`config.mk`:
```
export PLATFORM = sky130hd
export DESIGN_NAME = shlpc_top
export DESIGN_NICKNAME = d
export VERILOG_FILES = /design/src/shlpc_pkg.sv /design/src/shlpc_pulse1.sv /design/src/shlpc_top.sv
export SDC_FILE = /design/constraint.sdc
export NUM_CORES = 1
export LEC_CHECK = 0
export ABC_AREA = 1
export BUFFER_PORTS_ARGS = -buffer_cell sky130_fd_sc_hd__buf_2
export CORE_MARGIN = 3
export CORE_UTILIZATION = 30
export CTS_CLUSTER_DIAMETER = 150
export DETAILED_ROUTE_END_ITERATION = 12
export PLACE_DENSITY = 0.6
export SETUP_SLACK_MARGIN = 0.05
export SKIP_CTS_REPAIR_TIMING = 1
export SYNTH_ARGS = -nofsm -noshare
export SYNTH_HDL_FRONTEND = slang
export SYNTH_SLANG_ARGS = --single-unit
export TNS_END_PERCENT = 20
```
`constraint.sdc`:
```
create_clock -name clk -period 4.43 [get_ports clk]
set_input_delay 0.886 -clock clk [delete_from_list [all_inputs] [get_ports clk]]
set_output_delay 0.886 -clock clk [all_outputs]
set_load 0.02 [all_outputs]
```
`src/shlpc_pkg.sv`:
```
// Package for the host link power control block: constants, states, structs.
// Assumes a single 100 MHz controller clock and active-low async reset.
`default_nettype none
package shlpc_pkg;
    // Clock period in picoseconds
    localparam int CLK_PS = 10000;
    // Settle time between PHY power-down steps, in ns
    localparam int STEP_NS = 100;
    localparam int STEP_CYC = (STEP_NS * 1000 + CLK_PS - 1) / CLK_PS;
    localparam logic [7:0] STEP_CNT = 8'(STEP_CYC);
    // Coalescing counter width and reset value
    localparam int CCC_W = 8;
    localparam logic [7:0] CCC_RST = 8'h00;
    // PRD byte counter width and reset value
    localparam int PRD_W = 16;
    localparam logic [15:0] PRD_RST = 16'h0000;

    // Link states, one-hot
    typedef enum logic [5:0] {
        SHLPC_L_IDLE = 6'b00_0001,
        SHLPC_L_SEND_XRDY = 6'b00_0010,
        SHLPC_L_SEND_RRDY = 6'b00_0100,
        SHLPC_L_PM_ACK = 6'b00_1000,
        SHLPC_L_PARTIAL = 6'b01_0000,
        SHLPC_L_SLUMBER = 6'b10_0000
    } shlpc_link_t;

    // PHY power-down sequence states, one-hot
    typedef enum logic [5:0] {
        SHLPC_P_ON = 6'b00_0001,
        SHLPC_P_RX_OFF = 6'b00_0010,
        SHLPC_P_TX_OFF = 6'b00_0100,
        SHLPC_P_MPLL_OFF = 6'b00_1000,
        SHLPC_P_CK_OFF = 6'b01_0000,
        SHLPC_P_DONE = 6'b10_0000
    } shlpc_pwr_t;

    // Events seen from the link side
    typedef struct packed {
        logic tx_data_rdy;
        logic rx_xrdy;
        logic rx_pmreq_partial;
        logic rx_pmreq_slumber;
        logic soft_reset;
    } shlpc_link_ev_t;

    // PHY power-control outputs
    typedef struct packed {
        logic rx_pd;
        logic tx_pd;
        logic mpll_pd;
        logic refclk_off_control;
    } shlpc_phy_pd_t;
endpackage : shlpc_pkg
`default_nettype wire

```
`src/shlpc_pulse1.sv`:
```
// One-cycle pulse shaper: a level that stays high yields a single pulse.
// Assumes a level input synchronous to clk.
`timescale 1ns/10ps
`default_nettype none
module shlpc_pulse1 (
    input wire logic clk,
    input wire logic rstn,
    input wire logic level,
    output logic pulse
);
    logic seen;
    logic next_seen;

    // ***********************************
    // Edge detect on the incoming level
    // ***********************************
    always_comb begin
        next_seen = level;
    end

    always_ff @(posedge clk or negedge rstn) begin
        if (!rstn) begin
            seen <= 1'b0;
        end else begin
            seen <= next_seen;
        end
    end

    assign pulse = level & ~seen; // Stretch-proof: only the rising edge
endmodule // shlpc_pulse1
`default_nettype wire

```
`src/shlpc_top.sv`:
```
// Host link power-mode control: link handshake, power requests, CCC,
// PRD-done interrupt, write response pulse and PHY power-down ordering.
// Assumes inputs synchronous to clk; software does resume waits itself.
`timescale 1ns/10ps
`default_nettype none
// Contract
// - TX data colliding with drive Slumber request: ignore it, send X_RDY.
// - After good Partial negotiation only partial output; never slumber.
// - CCC increment colliding with clear leaves 0, no extra interrupt.
// - Descriptor-processed interrupt only after whole PRD is transferred.
// - Write response lasts exactly one cycle, even during FIFO clear.
// - Soft reset with incoming FIS still answers X_RDY with R_RDY.
// - Soft reset before drive power request: go idle, no SYNC wait.
// - PHY power-down sequence starts only from Slumber.
// - Power down RX, then TX, then MPLL, then refclk off.
module shlpc_top (
    input wire logic clk,
    input wire logic rstn,
    input wire shlpc_pkg::shlpc_link_ev_t link_ev,
    input wire logic pm_nak,
    input wire logic sw_req_suspend,
    input wire logic ccc_enable,
    input wire logic [7:0] ccc_threshold,
    input wire logic cmd_complete,
    input wire logic prd_start,
    input wire logic [15:0] prd_bytes,
    input wire logic data_fis_done,
    input wire logic [15:0] data_fis_bytes,
    input wire logic wrresp_raw,
    output logic send_xrdy,
    output logic send_rrdy,
    output logic send_pmack,
    output logic phy_partial_req,
    output logic phy_slumber_req,
    output logic [5:0] link_state,
    output logic ccc_irq,
    output logic [7:0] ccc_count,
    output logic dps_irq,
    output logic wrresp,
    output shlpc_pkg::shlpc_phy_pd_t phy_pd,
    output logic pd_done
);
    shlpc_pkg::shlpc_link_t lst;
    shlpc_pkg::shlpc_link_t next_lst;
    logic pm_partial;
    logic next_pm_partial;

    // ***********************************
    // Link state machine
    // ***********************************
    // The requested mode is latched once; no stale flag survives a collision.
    always_comb begin
        next_lst = lst;
        next_pm_partial = pm_partial;
        case (lst)
            shlpc_pkg::SHLPC_L_IDLE: begin
                if (link_ev.rx_xrdy) begin
                    next_lst = shlpc_pkg::SHLPC_L_SEND_RRDY;
                end else if (link_ev.soft_reset) begin
                    next_lst = shlpc_pkg::SHLPC_L_IDLE;
                end else if (link_ev.tx_data_rdy) begin
                    next_lst = shlpc_pkg::SHLPC_L_SEND_XRDY;
                end else if (link_ev.rx_pmreq_partial) begin
                    next_lst = shlpc_pkg::SHLPC_L_PM_ACK;
                    next_pm_partial = 1'b1;
                end else if (link_ev.rx_pmreq_slumber) begin
                    next_lst = shlpc_pkg::SHLPC_L_PM_ACK;
                    next_pm_partial = 1'b0;
                end
            end
            shlpc_pkg::SHLPC_L_SEND_XRDY: begin
                next_lst = shlpc_pkg::SHLPC_L_IDLE;
            end
            shlpc_pkg::SHLPC_L_SEND_RRDY: begin
                next_lst = shlpc_pkg::SHLPC_L_IDLE;
            end
            shlpc_pkg::SHLPC_L_PM_ACK: begin
                // Soft reset returns straight to idle without awaiting SYNC
                if (pm_nak || link_ev.soft_reset) begin
                    next_lst = shlpc_pkg::SHLPC_L_IDLE;
                end else if (pm_partial) begin
                    next_lst = shlpc_pkg::SHLPC_L_PARTIAL;
                end else begin
                    next_lst = shlpc_pkg::SHLPC_L_SLUMBER;
                end
            end
            shlpc_pkg::SHLPC_L_PARTIAL,
            shlpc_pkg::SHLPC_L_SLUMBER: begin
                if (link_ev.rx_xrdy || link_ev.tx_data_rdy
                        || link_ev.soft_reset) begin
                    next_lst = shlpc_pkg::SHLPC_L_IDLE;
                end
            end
            default: begin
                next_lst = shlpc_pkg::SHLPC_L_IDLE;
            end
        endcase
    end

    always_ff @(posedge clk or negedge rstn) begin
        if (!rstn) begin
            lst <= shlpc_pkg::SHLPC_L_IDLE;
            pm_partial <= 1'b0;
        end else begin
            lst <= next_lst;
            pm_partial <= next_pm_partial;
        end
    end

    // Outputs decoded from one state, so both modes can never be set
    assign send_xrdy = (lst == shlpc_pkg::SHLPC_L_SEND_XRDY);
    assign send_rrdy = (lst == shlpc_pkg::SHLPC_L_SEND_RRDY);
    assign send_pmack = (lst == shlpc_pkg::SHLPC_L_PM_ACK);
    assign phy_partial_req = (lst == shlpc_pkg::SHLPC_L_PARTIAL);
    assign phy_slumber_req = (lst == shlpc_pkg::SHLPC_L_SLUMBER);
    assign link_state = lst;

    // ***********************************
    // Command completion coalescing
    // ***********************************
    logic [7:0] ccc_cnt;
    logic [7:0] next_ccc_cnt;
    logic next_ccc_irq;
    logic ccc_hit;

    // Clear wins: a completion in the clearing cycle is dropped, no interrupt
    always_comb begin
        ccc_hit = ccc_enable && cmd_complete
            && (ccc_cnt + 8'h01 >= ccc_threshold);
        next_ccc_irq = ccc_hit;
        next_ccc_cnt = ccc_cnt;
        if (!ccc_enable || ccc_hit) begin
            next_ccc_cnt = shlpc_pkg::CCC_RST;
        end else if (cmd_complete) begin
            next_ccc_cnt = ccc_cnt + 8'h01;
        end
    end

    always_ff @(posedge clk or negedge rstn) begin
        if (!rstn) begin
            ccc_cnt <= shlpc_pkg::CCC_RST;
            ccc_irq <= 1'b0;
        end else begin
            ccc_cnt <= next_ccc_cnt;
            ccc_irq <= next_ccc_irq;
        end
    end

    assign ccc_count = ccc_cnt;

    // ***********************************
    // Descriptor-processed interrupt
    // ***********************************
    logic [15:0] prd_left;
    logic [15:0] next_prd_left;
    logic prd_active;
    logic next_prd_active;
    logic next_dps_irq;

    // Flag follows the last byte, not the first data FIS
    always_comb begin
        next_prd_left = prd_left;
        next_prd_active = prd_active;
        next_dps_irq = 1'b0;
        if (prd_start) begin
            next_prd_left = prd_bytes;
            next_prd_active = 1'b1;
        end else if (prd_active && data_fis_done) begin
            if (data_fis_bytes >= prd_left) begin
                next_prd_left = shlpc_pkg::PRD_RST;
                next_prd_active = 1'b0;
                next_dps_irq = 1'b1;
            end else begin
                next_prd_left = prd_left - data_fis_bytes;
            end
        end
    end

    always_ff @(posedge clk or negedge rstn) begin
        if (!rstn) begin
            prd_left <= shlpc_pkg::PRD_RST;
            prd_active <= 1'b0;
            dps_irq <= 1'b0;
        end else begin
            prd_left <= next_prd_left;
            prd_active <= next_prd_active;
            dps_irq <= next_dps_irq;
        end
    end

    // ***********************************
    // Write response shaping
    // ***********************************
    logic wr_pulse;

    // A level stretched by a FIFO clear still gives one pulse
    shlpc_pulse1 u_wrresp (
        .clk(clk),
        .rstn(rstn),
        .level(wrresp_raw),
        .pulse(wr_pulse)
    );

    always_ff @(posedge clk or negedge rstn) begin
        if (!rstn) begin
            wrresp <= 1'b0;
        end else begin
            wrresp <= wr_pulse;
        end
    end

    // ***********************************
    // PHY power-down sequencer
    // ***********************************
    shlpc_pkg::shlpc_pwr_t pst;
    shlpc_pkg::shlpc_pwr_t next_pst;
    logic [7:0] wait_cnt;
    logic [7:0] next_wait_cnt;
    logic step;

    assign step = (wait_cnt == 8'h00);

    // Each stage settles before the next; only Slumber may start it
    always_comb begin
        next_pst = pst;
        next_wait_cnt = (wait_cnt == 8'h00) ? 8'h00 : wait_cnt - 8'h01;
        case (pst)
            shlpc_pkg::SHLPC_P_ON: begin
                if (sw_req_suspend && phy_slumber_req) begin
                    next_pst = shlpc_pkg::SHLPC_P_RX_OFF;
                    next_wait_cnt = shlpc_pkg::STEP_CNT;
                end
            end
            shlpc_pkg::SHLPC_P_RX_OFF: begin
                if (step) begin
                    next_pst = shlpc_pkg::SHLPC_P_TX_OFF;
                    next_wait_cnt = shlpc_pkg::STEP_CNT;
                end
            end
            shlpc_pkg::SHLPC_P_TX_OFF: begin
                if (step) begin
                    next_pst = shlpc_pkg::SHLPC_P_MPLL_OFF;
                    next_wait_cnt = shlpc_pkg::STEP_CNT;
                end
            end
            shlpc_pkg::SHLPC_P_MPLL_OFF: begin
                if (step) begin
                    next_pst = shlpc_pkg::SHLPC_P_CK_OFF;
                    next_wait_cnt = shlpc_pkg::STEP_CNT;
                end
            end
            shlpc_pkg::SHLPC_P_CK_OFF: begin
                if (step) begin
                    next_pst = shlpc_pkg::SHLPC_P_DONE;
                end
            end
            shlpc_pkg::SHLPC_P_DONE: begin
                if (!sw_req_suspend) begin
                    next_pst = shlpc_pkg::SHLPC_P_ON; // Resume by software
                end
            end
            default: begin
                next_pst = shlpc_pkg::SHLPC_P_ON;
            end
        endcase
    end

    always_ff @(posedge clk or negedge rstn) begin
        if (!rstn) begin
            pst <= shlpc_pkg::SHLPC_P_ON;
            wait_cnt <= 8'h00;
            phy_pd <= '0;
        end else begin
            pst <= next_pst;
            wait_cnt <= next_wait_cnt;
            phy_pd.rx_pd <= (next_pst != shlpc_pkg::SHLPC_P_ON);
            phy_pd.tx_pd <= (next_pst == shlpc_pkg::SHLPC_P_TX_OFF)
                || (next_pst == shlpc_pkg::SHLPC_P_MPLL_OFF)
                || (next_pst == shlpc_pkg::SHLPC_P_CK_OFF)
                || (next_pst == shlpc_pkg::SHLPC_P_DONE);
            phy_pd.mpll_pd <= (next_pst == shlpc_pkg::SHLPC_P_MPLL_OFF)
                || (next_pst == shlpc_pkg::SHLPC_P_CK_OFF)
                || (next_pst == shlpc_pkg::SHLPC_P_DONE);
            phy_pd.refclk_off_control <=
                (next_pst == shlpc_pkg::SHLPC_P_CK_OFF)
                || (next_pst == shlpc_pkg::SHLPC_P_DONE);
        end
    end

    assign pd_done = (pst == shlpc_pkg::SHLPC_P_DONE);
endmodule // shlpc_top
`default_nettype wire

```
* Word level (Yosys, flattened, before mapping)
Cells that the tools add are included.
** Storage, ports and cells
- Register bits :: 54
- Latch bits :: 0
- RAM bits :: 0
- Bits in read-only memories :: 0
- Input port bits :: 54
- Output and inout bits :: 27
- Word-level logic and storage cells :: 102
- Memories :: 0
** Cells by class
- $add $sub $neg :: 3
- $mul :: 0
- Div/mod/pow operators :: 0
- $lt $le $gt $ge :: 2
- Equality and inequality tests :: 19
- Shift-type cells :: 0
- Muxes and demuxes :: 33
- Bitwise logic cells :: 5
- Reduce and logical (&&, ||, !) cells :: 25
** Operator list (count)
- two-way mux 6 bit :: 14
- two-way mux 16 bit :: 3
- two-way mux 8 bit :: 5
- case mux 6 bit (6 select lines) :: 1
- == test 6 x 3 -> 1 bit, second input constant :: 3
- == test 6 x 4 -> 1 bit, second input constant :: 3
- == test 6 x 5 -> 1 bit, second input constant :: 3
- == test 6 bit, second input constant :: 3
- case mux 6 bit (3 select lines) :: 1
- >= comparator 16 bit :: 1
- case mux 8 bit (2 select lines) :: 1
- subtractor 16 bit :: 1
- == test 6 x 1 -> 1 bit, second input constant :: 2
- == test 6 x 2 -> 1 bit, second input constant :: 2
- logical OR 1 bit :: 10
- adder 8 x 1 -> 8 bit, second input constant :: 1
- >= comparator 8 bit :: 1
- logical NOT 8 bit :: 1
- two-way mux 1 bit :: 8
- nonzero test 2 bit :: 4
- subtractor 8 x 1 -> 8 bit, second input constant :: 1
- != test 6 x 1 -> 1 bit, second input constant :: 1
- != test 6 bit, second input constant :: 1
- AND reduction 5 bit :: 1
- 8 further kinds :: 15

* Longest topological paths before layout
Gate-level depths: netlist of run 1.
- Depth in word-level cells :: 8
- Gate-level depth with buffers :: 15
- Depth with buffers taken out :: 15

* By module
From an unflattened synthesis of run 1, not the netlist that was laid out.
** Second synthesis, totals
- Cells, all modules :: 511
- Area total of the unflattened synthesis :: 3803.6 µm²
** By module, submodules not included
- shlpc_top :: instances 1, cells each 508, area each 3768.6 µm², sequential area each 1328.8 µm²
- shlpc_pulse1 :: instances 1, cells each 3, area each 35.0 µm², sequential area each 25.0 µm²

* Worst setup path before layout of run 1
OpenSTA, ideal clock, no wires.
- Path type :: in2reg
- Start point :: input data_fis_bytes[0]
- End point :: register prd_left[11]
- Library setup time :: 124 ps
- Arrival :: 2206 ps
- Required time :: 4306 ps
- Slack :: 2100 ps
- Stages on the path :: 12
- Path buffers :: 1
- Cells stage by stage :: ha_1 inv_1 fa_1 nand2_1 nand2_1 nand3_2 nand2_2 nand2_2 nand2_2 nand3_2 buf_6 o21bai_2
** On the way
- Word-level cells in the longest chain between the ends :: 4
- Elaborated cells on any way between the ends :: 5
- Those cells by class :: add/sub: 1; order compare: 1; mux: 3
** RTL lines
- start: declaration :: line shlpc_top.sv:28 : input wire logic [15:0] data_fis_bytes,
- subtractor 16 bit / >= comparator 16 bit (equally long branches) :: line shlpc_top.sv:174, shlpc_top.sv:169
- two-way mux 16 bit * :: line shlpc_top.sv:169 : if (data_fis_bytes >= prd_left) begin
- two-way mux 16 bit * :: line shlpc_top.sv:168 : end else if (prd_active && data_fis_done) begin
- two-way mux 16 bit * :: line shlpc_top.sv:165 : if (prd_start) begin
- end signal: assignment :: line shlpc_top.sv:181 : prd_left <= shlpc_pkg::PRD_RST;
- end signal: assignment :: line shlpc_top.sv:185 : prd_left <= next_prd_left;
- end: declaration :: line shlpc_top.sv:154 : logic [15:0] prd_left;
Mark *: on every way between the ends. The rest lies on a longest branch, timed or not. The select of a mux whose other input is x is not followed.
A chain may end at the register's enable or synchronous reset.

* Worst setup path after layout of run 1
- Start point :: register ccc_cnt[2] (netlist: ccc_count[2])
- End point :: register ccc_cnt[3] (netlist: ccc_count[3])
** On the way
- Word-level cells in the longest chain between the ends :: 5
- Elaborated cells on any way between the ends :: 7
- Those cells by class :: add/sub: 1; order compare: 1; mux: 2; reduce/logical: 3
** RTL lines
- start: declaration :: line shlpc_top.sv:121 : logic [7:0] ccc_cnt;
- start signal: assignment :: line shlpc_top.sv:141 : ccc_cnt <= shlpc_pkg::CCC_RST;
- start signal: assignment :: line shlpc_top.sv:144 : ccc_cnt <= next_ccc_cnt;
- adder 8 x 1 -> 8 bit * :: line shlpc_top.sv:129, shlpc_top.sv:135
- >= comparator 8 bit :: line shlpc_top.sv:129 : && (ccc_cnt + 8'h01 >= ccc_threshold);
- logical AND 1 bit :: line shlpc_top.sv:129
- logical OR 1 bit :: line shlpc_top.sv:132 : if (!ccc_enable || ccc_hit) begin
- two-way mux 8 bit / nonzero test 2 bit (equally long branches)
Marks and branches as above.

==> impl_metrics.ini, run 1 <==
[status]
status = complete, no violations

[timing]
final_period_minus_worst_setup_slack_ps = 2620
tightest_slew_ps = 582
finalHoldWorstSlack_ps = 415
timing.final.hold_violations = 0
remaining_max_slew_budget_at_the_tightest_pin = 0.612
setup_repair_after_global_routing_missed_its_margin = no
setup_skew_after_layout_ps = 6.67
fin_tns_setup_ps = 0
max_clock_freq_ghz = 0.382
setup_viol = 0
timing.final.max_slew_violations = 0
final_min_period_over_clock_period = 0.591

[clocking]
ctsLongestPathBuffers = 2
numClockSinks = 54
tritoncts = yes
cts-htree-levels = 2
later_pin_clock_latency_in_the_skew_report_ps = 310
clkTransAtPathRegs_ps = 70
cts_inserted_buffers = 5
cts_root_buf = sky130_fd_sc_hd__clkbuf_16

[run]
cap_violations = 0

[global_route]
grt.met2_usage = 0.239
grt_first_pass_wirelength_um = 16000
pin_count_of_the_biggest_net_entering_global_routing = 39
global_route.usage.total = 0.136
global_route.overflow_total = 0
grt-busiest-layer = met2
first_global_vias = 3547
grt_util_met3 = 0.0287
grt_use_met1 = 0.163
initial_antenna_violation_count = 0

[min_path]
holdCritPathClass = reg2reg
min_from = u_wrresp.seen
hold_depth = 1
timing.hold.worst_endpoint = wrresp

[pwr]
p_leak_nw = 2.64
worst_vdd_drop_mv = 0.184
power_density_nw_per_um2 = 370

[route]
antenna_left = 0
avgViaCountPerCell = 4.55
avgRoutedWirePerCell_um = 12.3
drtIter0Drc = 136
drtPass1Iterations = 4
drc = 0
totalWireLength_um = 9460
vias = 3493

[worst_setup_path]
r2r_start = ccc_count[2]
worstPathMaxFanout = 8
setup.reg_to_reg.worst_slack_ps = 1810
data_arrival_time_of_the_critical_path_ps = 2830
required_ps = 4640
reg2reg_depth = 13
worstSetupEndpointType = register
critical_path_class = reg2reg
worst_setup_path_start_kind = register
reg2reg_to = ccc_count[3]

[final_layout]
finalNetCount = 679
most_frequent_standard_cell_in_the_layout_excluding_fill_and_tap_cells = sky130_fd_sc_hd__nand2_1
filler_cell_count = 1335
final_layout_size_suffix_gt1_frac = 0.214
syn_to_final_growth_pct = 19.2
layout_common_cells = sky130_fd_sc_hd__nand2_1, sky130_fd_sc_hd__inv_1, sky130_fd_sc_hd__buf_2
antenna-diode-count = 0

[synthesis]
syn_area_per_cell_um2 = 7.53
number_of_storage_elements_in_the_synthesis_netlist = 54
post_synth_design_cell_area_um2 = 3870
post_synth_edffs = 0
synth-warning-count = 0
syn-num-nets = 595
synth_cell_type_count = 40
ys_async_sr_fraction = 1.00
synth_sequential_area_ratio = 0.350
yosys_most_used_dff = sky130_fd_sc_hd__dfrtp_1
number_of_instances_in_the_synthesized_netlist = 514

[floorplan]
core_region_area_um2 = 12300
die_w_um = 120
floorplan.die.height_um = 120
initial_utilization = 0.314
die_area_um2 = 14300
num_io_pins = 81
core.rowCount = 40

[placed_design]
dp.final_hpwl_um = 7520
gp_congestion = 0.868
port-buffer-count = 80
-- layout make-up --
| class | instances | area, µm² | area share |
|---|---|---|---|
| tap | 168 | 210 | 0.0456 |
| clock buffer | 5 | 125 | 0.0271 |
| inverter | 105 | 397 | 0.0860 |
| multi-input combinational | 351 | 2090 | 0.454 |
| sequential | 54 | 1350 | 0.293 |
| timing repair buffer | 81 | 408 | 0.0884 |
| clock inverter | 3 | 26.3 | 0.00570 |
-- critical path, stage by stage (launching register included) --
cell and delay (ps):
sky130_fd_sc_hd__dfrtp_1 400, sky130_fd_sc_hd__inv_1 80, sky130_fd_sc_hd__nor3_2 230, sky130_fd_sc_hd__nand3_1 150, sky130_fd_sc_hd__nor2_1 180, sky130_fd_sc_hd__nand3_1 100, sky130_fd_sc_hd__nand2_1 100, sky130_fd_sc_hd__inv_1 50
sky130_fd_sc_hd__ha_1 290, sky130_fd_sc_hd__nand2_1 90, sky130_fd_sc_hd__nor2_1 50, sky130_fd_sc_hd__nor3_1 180, sky130_fd_sc_hd__nand4_1 340, sky130_fd_sc_hd__o21ai_0 290
-- synth_stat cells, types with 2 or more instances --
master / instances / area, µm²
sky130_fd_sc_hd__nand2_1: 111 / 417
sky130_fd_sc_hd__inv_1: 103 / 387
sky130_fd_sc_hd__dfrtp_1: 52 / 1300
sky130_fd_sc_hd__nor2_1: 51 / 191
sky130_fd_sc_hd__nand3_1: 27 / 135
sky130_fd_sc_hd__ha_1: 26 / 325
sky130_fd_sc_hd__a21oi_1: 19 / 95.1
sky130_fd_sc_hd__a22o_1: 13 / 114
sky130_fd_sc_hd__xor2_1: 11 / 96.3
sky130_fd_sc_hd__nand2_2: 10 / 62.6
sky130_fd_sc_hd__o21ai_0: 10 / 50.1
sky130_fd_sc_hd__nand4_1: 9 / 56.3
sky130_fd_sc_hd__nor3_1: 9 / 45.0
sky130_fd_sc_hd__o21bai_2: 9 / 101
sky130_fd_sc_hd__xnor2_1: 6 / 52.6
sky130_fd_sc_hd__o21ai_1: 5 / 25.0
sky130_fd_sc_hd__o21bai_1: 4 / 30.0
sky130_fd_sc_hd__o22ai_1: 4 / 25.0
sky130_fd_sc_hd__nand3_2: 3 / 30.0
sky130_fd_sc_hd__nand3b_1: 3 / 22.5
sky130_fd_sc_hd__nor3_2: 3 / 30.0
sky130_fd_sc_hd__buf_2: 2 / 10.0
sky130_fd_sc_hd__dfstp_2: 2 / 52.6
sky130_fd_sc_hd__nor2_2: 2 / 12.5
sky130_fd_sc_hd__nor2_4: 2 / 22.5
sky130_fd_sc_hd__nor3_4: 2 / 32.5
sky130_fd_sc_hd__nor4_1: 2 / 12.5
sky130_fd_sc_hd__or2_1: 2 / 12.5
-- metal layers --
layer / vias to the layer above / routed length, µm
li1: 1798 / -
met3: 14 / 429
met4: 0 / 178
met2: 74 / 4690
met5: - / 0
met1: 1607 / 4170
-- metrics by stage --
stage / cells / instance area (µm²) / util / setup slack [ps] / power, mW
2_1_floorplan: 514 / 3870 / - / 2100 / 1.13
6_report: 767 / 4610 / 0.375 / 1810 / 1.71
3_3_place_gp: 759 / 4460 / 0.362 / 1720 / 1.28
5_1_grt: 767 / 4610 / 0.375 / 1540 / 1.84
4_1_cts: 767 / 4610 / 0.375 / 1810 / 1.73
3_5_place_dp: 759 / 4460 / 0.362 / 1680 / 1.30
-- cell families (layout without fill, tap and decap cells) --
kind of cell	Yosys count	after routing	synth area share
flops	54	54	0.350
fa+ha+maj	27	27	0.0893
xor+xnor	17	17	0.0385
buf+inv	109	194	0.109
simple gates	239	239	0.288
compound gates	68	68	0.125
-- state kept, by name, indices dropped and copies added (netlist names) --
| signal | cells |
|---|---|
| ccc_count | 8 |
| ccc_irq | 1 |
| dps_irq | 1 |
| link_state | 6 |
| phy_pd | 4 |
| pm_partial | 1 |
| prd_active | 1 |
| prd_left | 16 |
| pst | 6 |
| u_wrresp.seen | 1 |
| wait_cnt | 8 |
| wrresp | 1 |
-- worst max-delay path by stage --
stage                                 start      endpoint  cells past startpoint  slack, ps
after CTS                      ccc_count[2]  ccc_count[3]                     13       1810
after detailed placement  data_fis_bytes[0]  prd_left[14]                     14       1680
final                          ccc_count[2]  ccc_count[3]                     13       1810
after global placement    data_fis_bytes[0]  prd_left[14]                     14       1720
after floorplan           data_fis_bytes[0]  prd_left[11]                     12       2100
after global routing           ccc_count[2]  ccc_count[3]                     13       1540
-- power by group --
group / total [mW] / internal [mW] / switching (mW) / leakage [nW]
Combinational: 0.638 / 0.242 / 0.397 / 1.87
Sequential: 0.650 / 0.582 / 0.0681 / 0.694
Clock: 0.417 / 0.215 / 0.202 / 0.0748
Note: power is estimated with default switching activity, not from simulation.
==> inputs of run 2 (changes only) <==
- clock period: 4.43 -> 2.7 ns (I/O delays scaled with it)
==> run 2 against run 1 <==
Cell count up 0.26%; routed wire length up 1.2%; critical path depth up 1; critical endpoint unchanged; flip-flop and latch count unchanged.
==> impl_metrics.ini, run 2 (synthesis gave the netlist of run 1 again) <==
[worst_setup_path]
worstSetupEndpointType = register
critical_path_class = reg2reg
crit_start = ccc_count[2]
data_arrival_time_of_the_critical_path_ps = 2570
worst_setup_path_start_kind = register
worstPathMaxFanout = 8
required_ps = 2920
r2r_start = ccc_count[2]

[route]
drc = 0
drtIter0Drc = 167
avgRoutedWirePerCell_um = 12.5
avgViaCountPerCell = 4.55
totalWireLength_um = 9580
drtPass1Iterations = 4
vias = 3501
antenna_left = 0

[timing]
setup_repair_after_global_routing_missed_its_margin = no
final_min_period_over_clock_period = 0.870
setup_viol = 0
fin_tns_setup_ps = 0
tightest_slew_ps = 635
remaining_max_slew_budget_at_the_tightest_pin = 0.577
timing.final.max_slew_violations = 0
timing.final.hold_violations = 0
layout_setup_ws_ps = 352
final_period_minus_worst_setup_slack_ps = 2350
setup_skew_after_layout_ps = 5.74
max_clock_freq_ghz = 0.426

[floorplan]
floorplan.die.height_um = 120
core_region_area_um2 = 12300
die_area_um2 = 14300
core.rowCount = 40
num_io_pins = 81
die_w_um = 120
initial_utilization = 0.314

[final_layout]
largest_register_ffs = 16
final_layout_size_suffix_gt1_frac = 0.218
finalNetCount = 681
final_cells = 769
area_of_the_multi_input_gates_um2 = 2100
syn_to_final_growth_pct = 20.1
finish.utilization = 0.377
layout_common_cells = sky130_fd_sc_hd__nand2_1, sky130_fd_sc_hd__inv_1, sky130_fd_sc_hd__buf_2
antenna-diode-count = 0
filler_cell_count = 1301
most_frequent_standard_cell_in_the_layout_excluding_fill_and_tap_cells = sky130_fd_sc_hd__nand2_1
max_flop_register = prd_left
layout.area.seq_um2 = 1350
postLayoutCellArea_um2 = 4650

[status]
status = complete, no violations

[placed_design]
placed_cells = 760
placement.cell_area_um2 = 4480
gp_congestion = 0.891
dpl_worst_slack_ps = 175
dp.final_hpwl_um = 7600
port-buffer-count = 80

[pwr]
seq_power_share = 0.380
clkPwrFrac = 0.245
worst_vdd_drop_mv = 0.312
internal_power_mw = 1.73
p_leak_nw = 2.65
netSwitchingFraction = 0.384
comb_power_share = 0.375
switchingPower_mw = 1.08
power_density_nw_per_um2 = 604

[global_route]
pin_count_of_the_biggest_net_entering_global_routing = 30
global_route.usage.total = 0.141
first_global_vias = 3608
initial_antenna_violation_count = 0
grt_first_pass_wirelength_um = 16400
global_route.overflow_total = 0

[clocking]
cts-htree-levels = 2
later_pin_clock_latency_in_the_skew_report_ps = 300
cts_inserted_buffers = 5
numClockSinks = 54
cts_root_buf = sky130_fd_sc_hd__clkbuf_16
ctsLongestPathBuffers = 2
clkTransAtPathRegs_ps = 70
tritoncts = yes

[run]
cap_violations = 0

[min_path]
holdCritPathClass = in2async
==> run 2: cell count changes in the layout (fill, tap and decap cells not counted) <==
| cell | previous run | this run |
|---|---|---|
| sky130_fd_sc_hd__clkbuf_8 | 0 | 1 |
| sky130_fd_sc_hd__nor2_2 | 2 | 3 |
| sky130_fd_sc_hd__buf_4 | 1 | 2 |
| sky130_fd_sc_hd__nor2_1 | 51 | 50 |
| sky130_fd_sc_hd__inv_6 | 2 | 1 |
| sky130_fd_sc_hd__buf_12 | 0 | 1 |
| sky130_fd_sc_hd__clkinvlp_4 | 0 | 1 |
| sky130_fd_sc_hd__clkinv_4 | 1 | 0 |
==> run 2: per-stage QoR <==
| step | total power [mW] | hold slack [ps] |
|---|---|---|
| floorplan | 1.85 | 244 |
| global placement | 2.11 | 387 |
| detailed placement | 2.14 | 404 |
| CTS | 2.86 | 270 |
| global route | 3.05 | 307 |
| finish | 2.80 | 254 |
==> run 2: cell type report <==
| type | count | share of cell area |
|---|---|---|
| Clock buffer | 6 | 0.0299 |
| Tap cell | 168 | 0.0452 |
| Clock inverter | 2 | 0.00350 |
| Sequential cell | 54 | 0.291 |
| Multi-Input combinational cell | 351 | 0.451 |
| Timing Repair Buffer | 83 | 0.0937 |
| Inverter | 105 | 0.0854 |
==> run 2: critical path, cell delays in order, from the launching register on <==
cell	delay (ps)
sky130_fd_sc_hd__dfrtp_1	400
sky130_fd_sc_hd__inv_1	80
sky130_fd_sc_hd__nor3_2	230
sky130_fd_sc_hd__nand3_1	160
sky130_fd_sc_hd__nor2_2	120
sky130_fd_sc_hd__nand3_1	70
sky130_fd_sc_hd__nand2_1	90
sky130_fd_sc_hd__inv_1	40
sky130_fd_sc_hd__ha_1	280
sky130_fd_sc_hd__nand2_1	90
sky130_fd_sc_hd__nor2_1	50
sky130_fd_sc_hd__nor3_1	210
sky130_fd_sc_hd__nand4_1	110
sky130_fd_sc_hd__buf_4	180
sky130_fd_sc_hd__o21ai_0	150
==> run 2: routing by layer <==
layer | vias to the layer above | share of wire | track usage
met4 | 0 | 0.020 | 0.0515
met3 | 21 | 0.047 | 0.0292
met1 | 1586 | 0.44 | 0.172
li1 | 1800 | - | -
met5 | - | 0 | 0
met2 | 94 | 0.49 | 0.243
==> run 2: final timing paths <==
| path | endpoint | slack, ps | cells after the start |
|---|---|---|---|
| max | ccc_count[3] | 350 | 14 |
| min | prd_left[9] | 250 | 1 |
| max reg2reg | ccc_count[3] | 350 | 14 |
| min reg2reg | wrresp | 410 | 1 |
| max in group asynchronous | link_state[0] | 1790 | 2 |
| min in group clk | u_wrresp.seen | 360 | 1 |
==> run 2: power groups by stage <==
stage	Sequential [mW]	Combinational, mW	Clock (mW)
after floorplan	1.10	0.747	0
after global placement	1.07	1.04	0
after detailed placement	1.08	1.06	0
after CTS	1.07	1.06	0.734
after global routing	1.09	1.20	0.763
final	1.07	1.05	0.687
==> inputs of run 3 (changes only) <==
- PLACE_DENSITY: 0.6 -> default
- PLACE_DENSITY_LB_ADDON: default -> 0.3
- clock period: 2.7 -> 2.8 ns (I/O delays scaled with it)
==> run 3 against run 2 <==
Register-to-register slack improved by 50 ps; via count fell by 0.74%; critical path type unchanged; clock skew increased by 1.8 ps; cell count is the same; sequential share of layout area barely moved; total power decreased by 4.0%; first-iteration DRC count fell by 29%; final area shrank 0.13%; core utilization decreased by 0.051 points; combinational power shrank 5%; global-route usage fell by 0.35 points; die area unchanged.
==> impl_metrics.ini, run 3 (synthesis gave the netlist of run 1 again) <==
[status]
status = complete, no violations

[placed_design]
placed_cells = 760
port-buffer-count = 80
dp.final_hpwl_um = 7540
gp_congestion = 0.923

[pwr]
worst_vdd_drop_mv = 0.310
netSwitchingFraction = 0.388
internal_power_mw = 1.65
comb_power_share = 0.372
p_leak_nw = 2.66
clkPwrFrac = 0.246
power_density_nw_per_um2 = 580
switchingPower_mw = 1.05
seq_power_share = 0.382

[timing]
setup_skew_after_layout_ps = 7.53
max_clock_freq_ghz = 0.418
finalHoldWorstSlack_ps = 274
remaining_max_slew_budget_at_the_tightest_pin = 0.562
final_min_period_over_clock_period = 0.855
setup_repair_after_global_routing_missed_its_margin = no
timing.final.max_slew_violations = 0
setup_viol = 0
fin_tns_setup_ps = 0
tightest_slew_ps = 658
final_period_minus_worst_setup_slack_ps = 2400
timing.final.hold_violations = 0

[clocking]
numClockSinks = 54
cts_inserted_buffers = 5
clkTransAtPathRegs_ps = 80
ctsLongestPathBuffers = 2
later_pin_clock_latency_in_the_skew_report_ps = 300
tritoncts = yes
cts_root_buf = sky130_fd_sc_hd__clkbuf_16
cts-htree-levels = 2

[worst_setup_path]
worstSetupEndpointType = register
critical_path_class = reg2reg
worst_setup_path_start_kind = register
required_ps = 3010
setup.reg_to_reg.worst_slack_ps = 400
data_arrival_time_of_the_critical_path_ps = 2600
worstPathMaxFanout = 8
r2r_start = ccc_count[2]
reg2reg_to = ccc_count[3]
reg2reg_depth = 14

[floorplan]
initial_utilization = 0.314
floorplan.die.height_um = 120
die_area_um2 = 14300
num_io_pins = 81
core_region_area_um2 = 12300
core.rowCount = 40
die_w_um = 120

[global_route]
global_route.overflow_total = 0
global_route.usage.total = 0.137
grt_first_pass_wirelength_um = 16300
pin_count_of_the_biggest_net_entering_global_routing = 29
initial_antenna_violation_count = 0
first_global_vias = 3498

[final_layout]
largest_register_ffs = 16
antenna-diode-count = 0
layout_common_cells = sky130_fd_sc_hd__nand2_1, sky130_fd_sc_hd__inv_1, sky130_fd_sc_hd__buf_2
filler_cell_count = 1319
most_frequent_standard_cell_in_the_layout_excluding_fill_and_tap_cells = sky130_fd_sc_hd__nand2_1
max_flop_register = prd_left
syn_to_final_growth_pct = 20.0
final_layout_size_suffix_gt1_frac = 0.216
final_cells = 769
finalNetCount = 681

[route]
avgRoutedWirePerCell_um = 12.3
drc = 0
vias = 3475
drtIter0Drc = 118
avgViaCountPerCell = 4.52
antenna_left = 0
totalWireLength_um = 9470
drtPass1Iterations = 4

[run]
cap_violations = 0

[min_path]
holdCritPathClass = in2async
run 3: cell count changes in the layout (fill, tap and decap cells not counted), sizes merged:
cell      change
clkinvlp      -1
clkinv        +1
clkbuf        -1
inv           +1
run 3: worst max-delay path by stage:
stage	startpoint	to	cells after the start
after floorplan	ccc_count[2]	ccc_count[3]	13
after global placement	ccc_count[2]	ccc_count[6]	13
after detailed placement	ccc_count[2]	ccc_count[6]	13
after CTS	ccc_count[2]	ccc_count[3]	13
after global routing	ccc_count[2]	ccc_count[3]	14
final	ccc_count[2]	ccc_count[3]	14
run 3: layout make-up:
cell class,instances,area (µm²),area share
Tap cell,168,210,0.0453
Multi-Input combinational cell,351,2090,0.451
Sequential cell,54,1350,0.292
Clock inverter,3,26.3,0.00566
Clock buffer,5,125,0.0270
Timing Repair Buffer,83,435,0.0938
Inverter,105,397,0.0855
run 3: power by group through the flow:
| stage | registers, mW | clock network (mW) | logic, mW |
|---|---|---|---|
| final | 1.03 | 0.663 | 1.00 |
| after global routing | 1.05 | 0.722 | 1.15 |
| after CTS | 1.03 | 0.689 | 1.01 |
| after detailed placement | 1.04 | 0 | 1.01 |
| after global placement | 1.04 | 0 | 0.995 |
| after floorplan | 1.06 | 0 | 0.720 |
run 3: per-layer routing:
layer | global-route usage | wire length, µm | up-vias
li1 | - | - | 1797
met5 | 0 | 0 | -
met3 | 0.0297 | 474 | 9
met2 | 0.231 | 4580 | 74
met4 | 0.0286 | 93 | 0
met1 | 0.181 | 4320 | 1595
run 3: worst max-delay path: stages, from the launching register on:
cell                      delay, ps
sky130_fd_sc_hd__dfrtp_1        410
sky130_fd_sc_hd__inv_1           80
sky130_fd_sc_hd__nor3_2         220
sky130_fd_sc_hd__nand3_1        140
sky130_fd_sc_hd__nor2_1         140
sky130_fd_sc_hd__nand3_1         80
sky130_fd_sc_hd__nand2_1         90
sky130_fd_sc_hd__inv_1           40
sky130_fd_sc_hd__ha_1           280
sky130_fd_sc_hd__nand2_1         90
sky130_fd_sc_hd__nor2_1          50
sky130_fd_sc_hd__nor3_1         200
sky130_fd_sc_hd__nand4_1        120
sky130_fd_sc_hd__buf_4          180
sky130_fd_sc_hd__o21ai_0        170
run 3: per-stage QoR:
step / util / cell area [µm²] / total power, mW / setup WS (ps)
finish: 0.377 / 4640 / 2.69 / 405
global route: 0.377 / 4640 / 2.92 / 144
CTS: 0.376 / 4630 / 2.73 / 235
detailed placement: 0.364 / 4480 / 2.05 / 295
global placement: 0.364 / 4480 / 2.03 / 370
floorplan: - / 3870 / 1.78 / 475
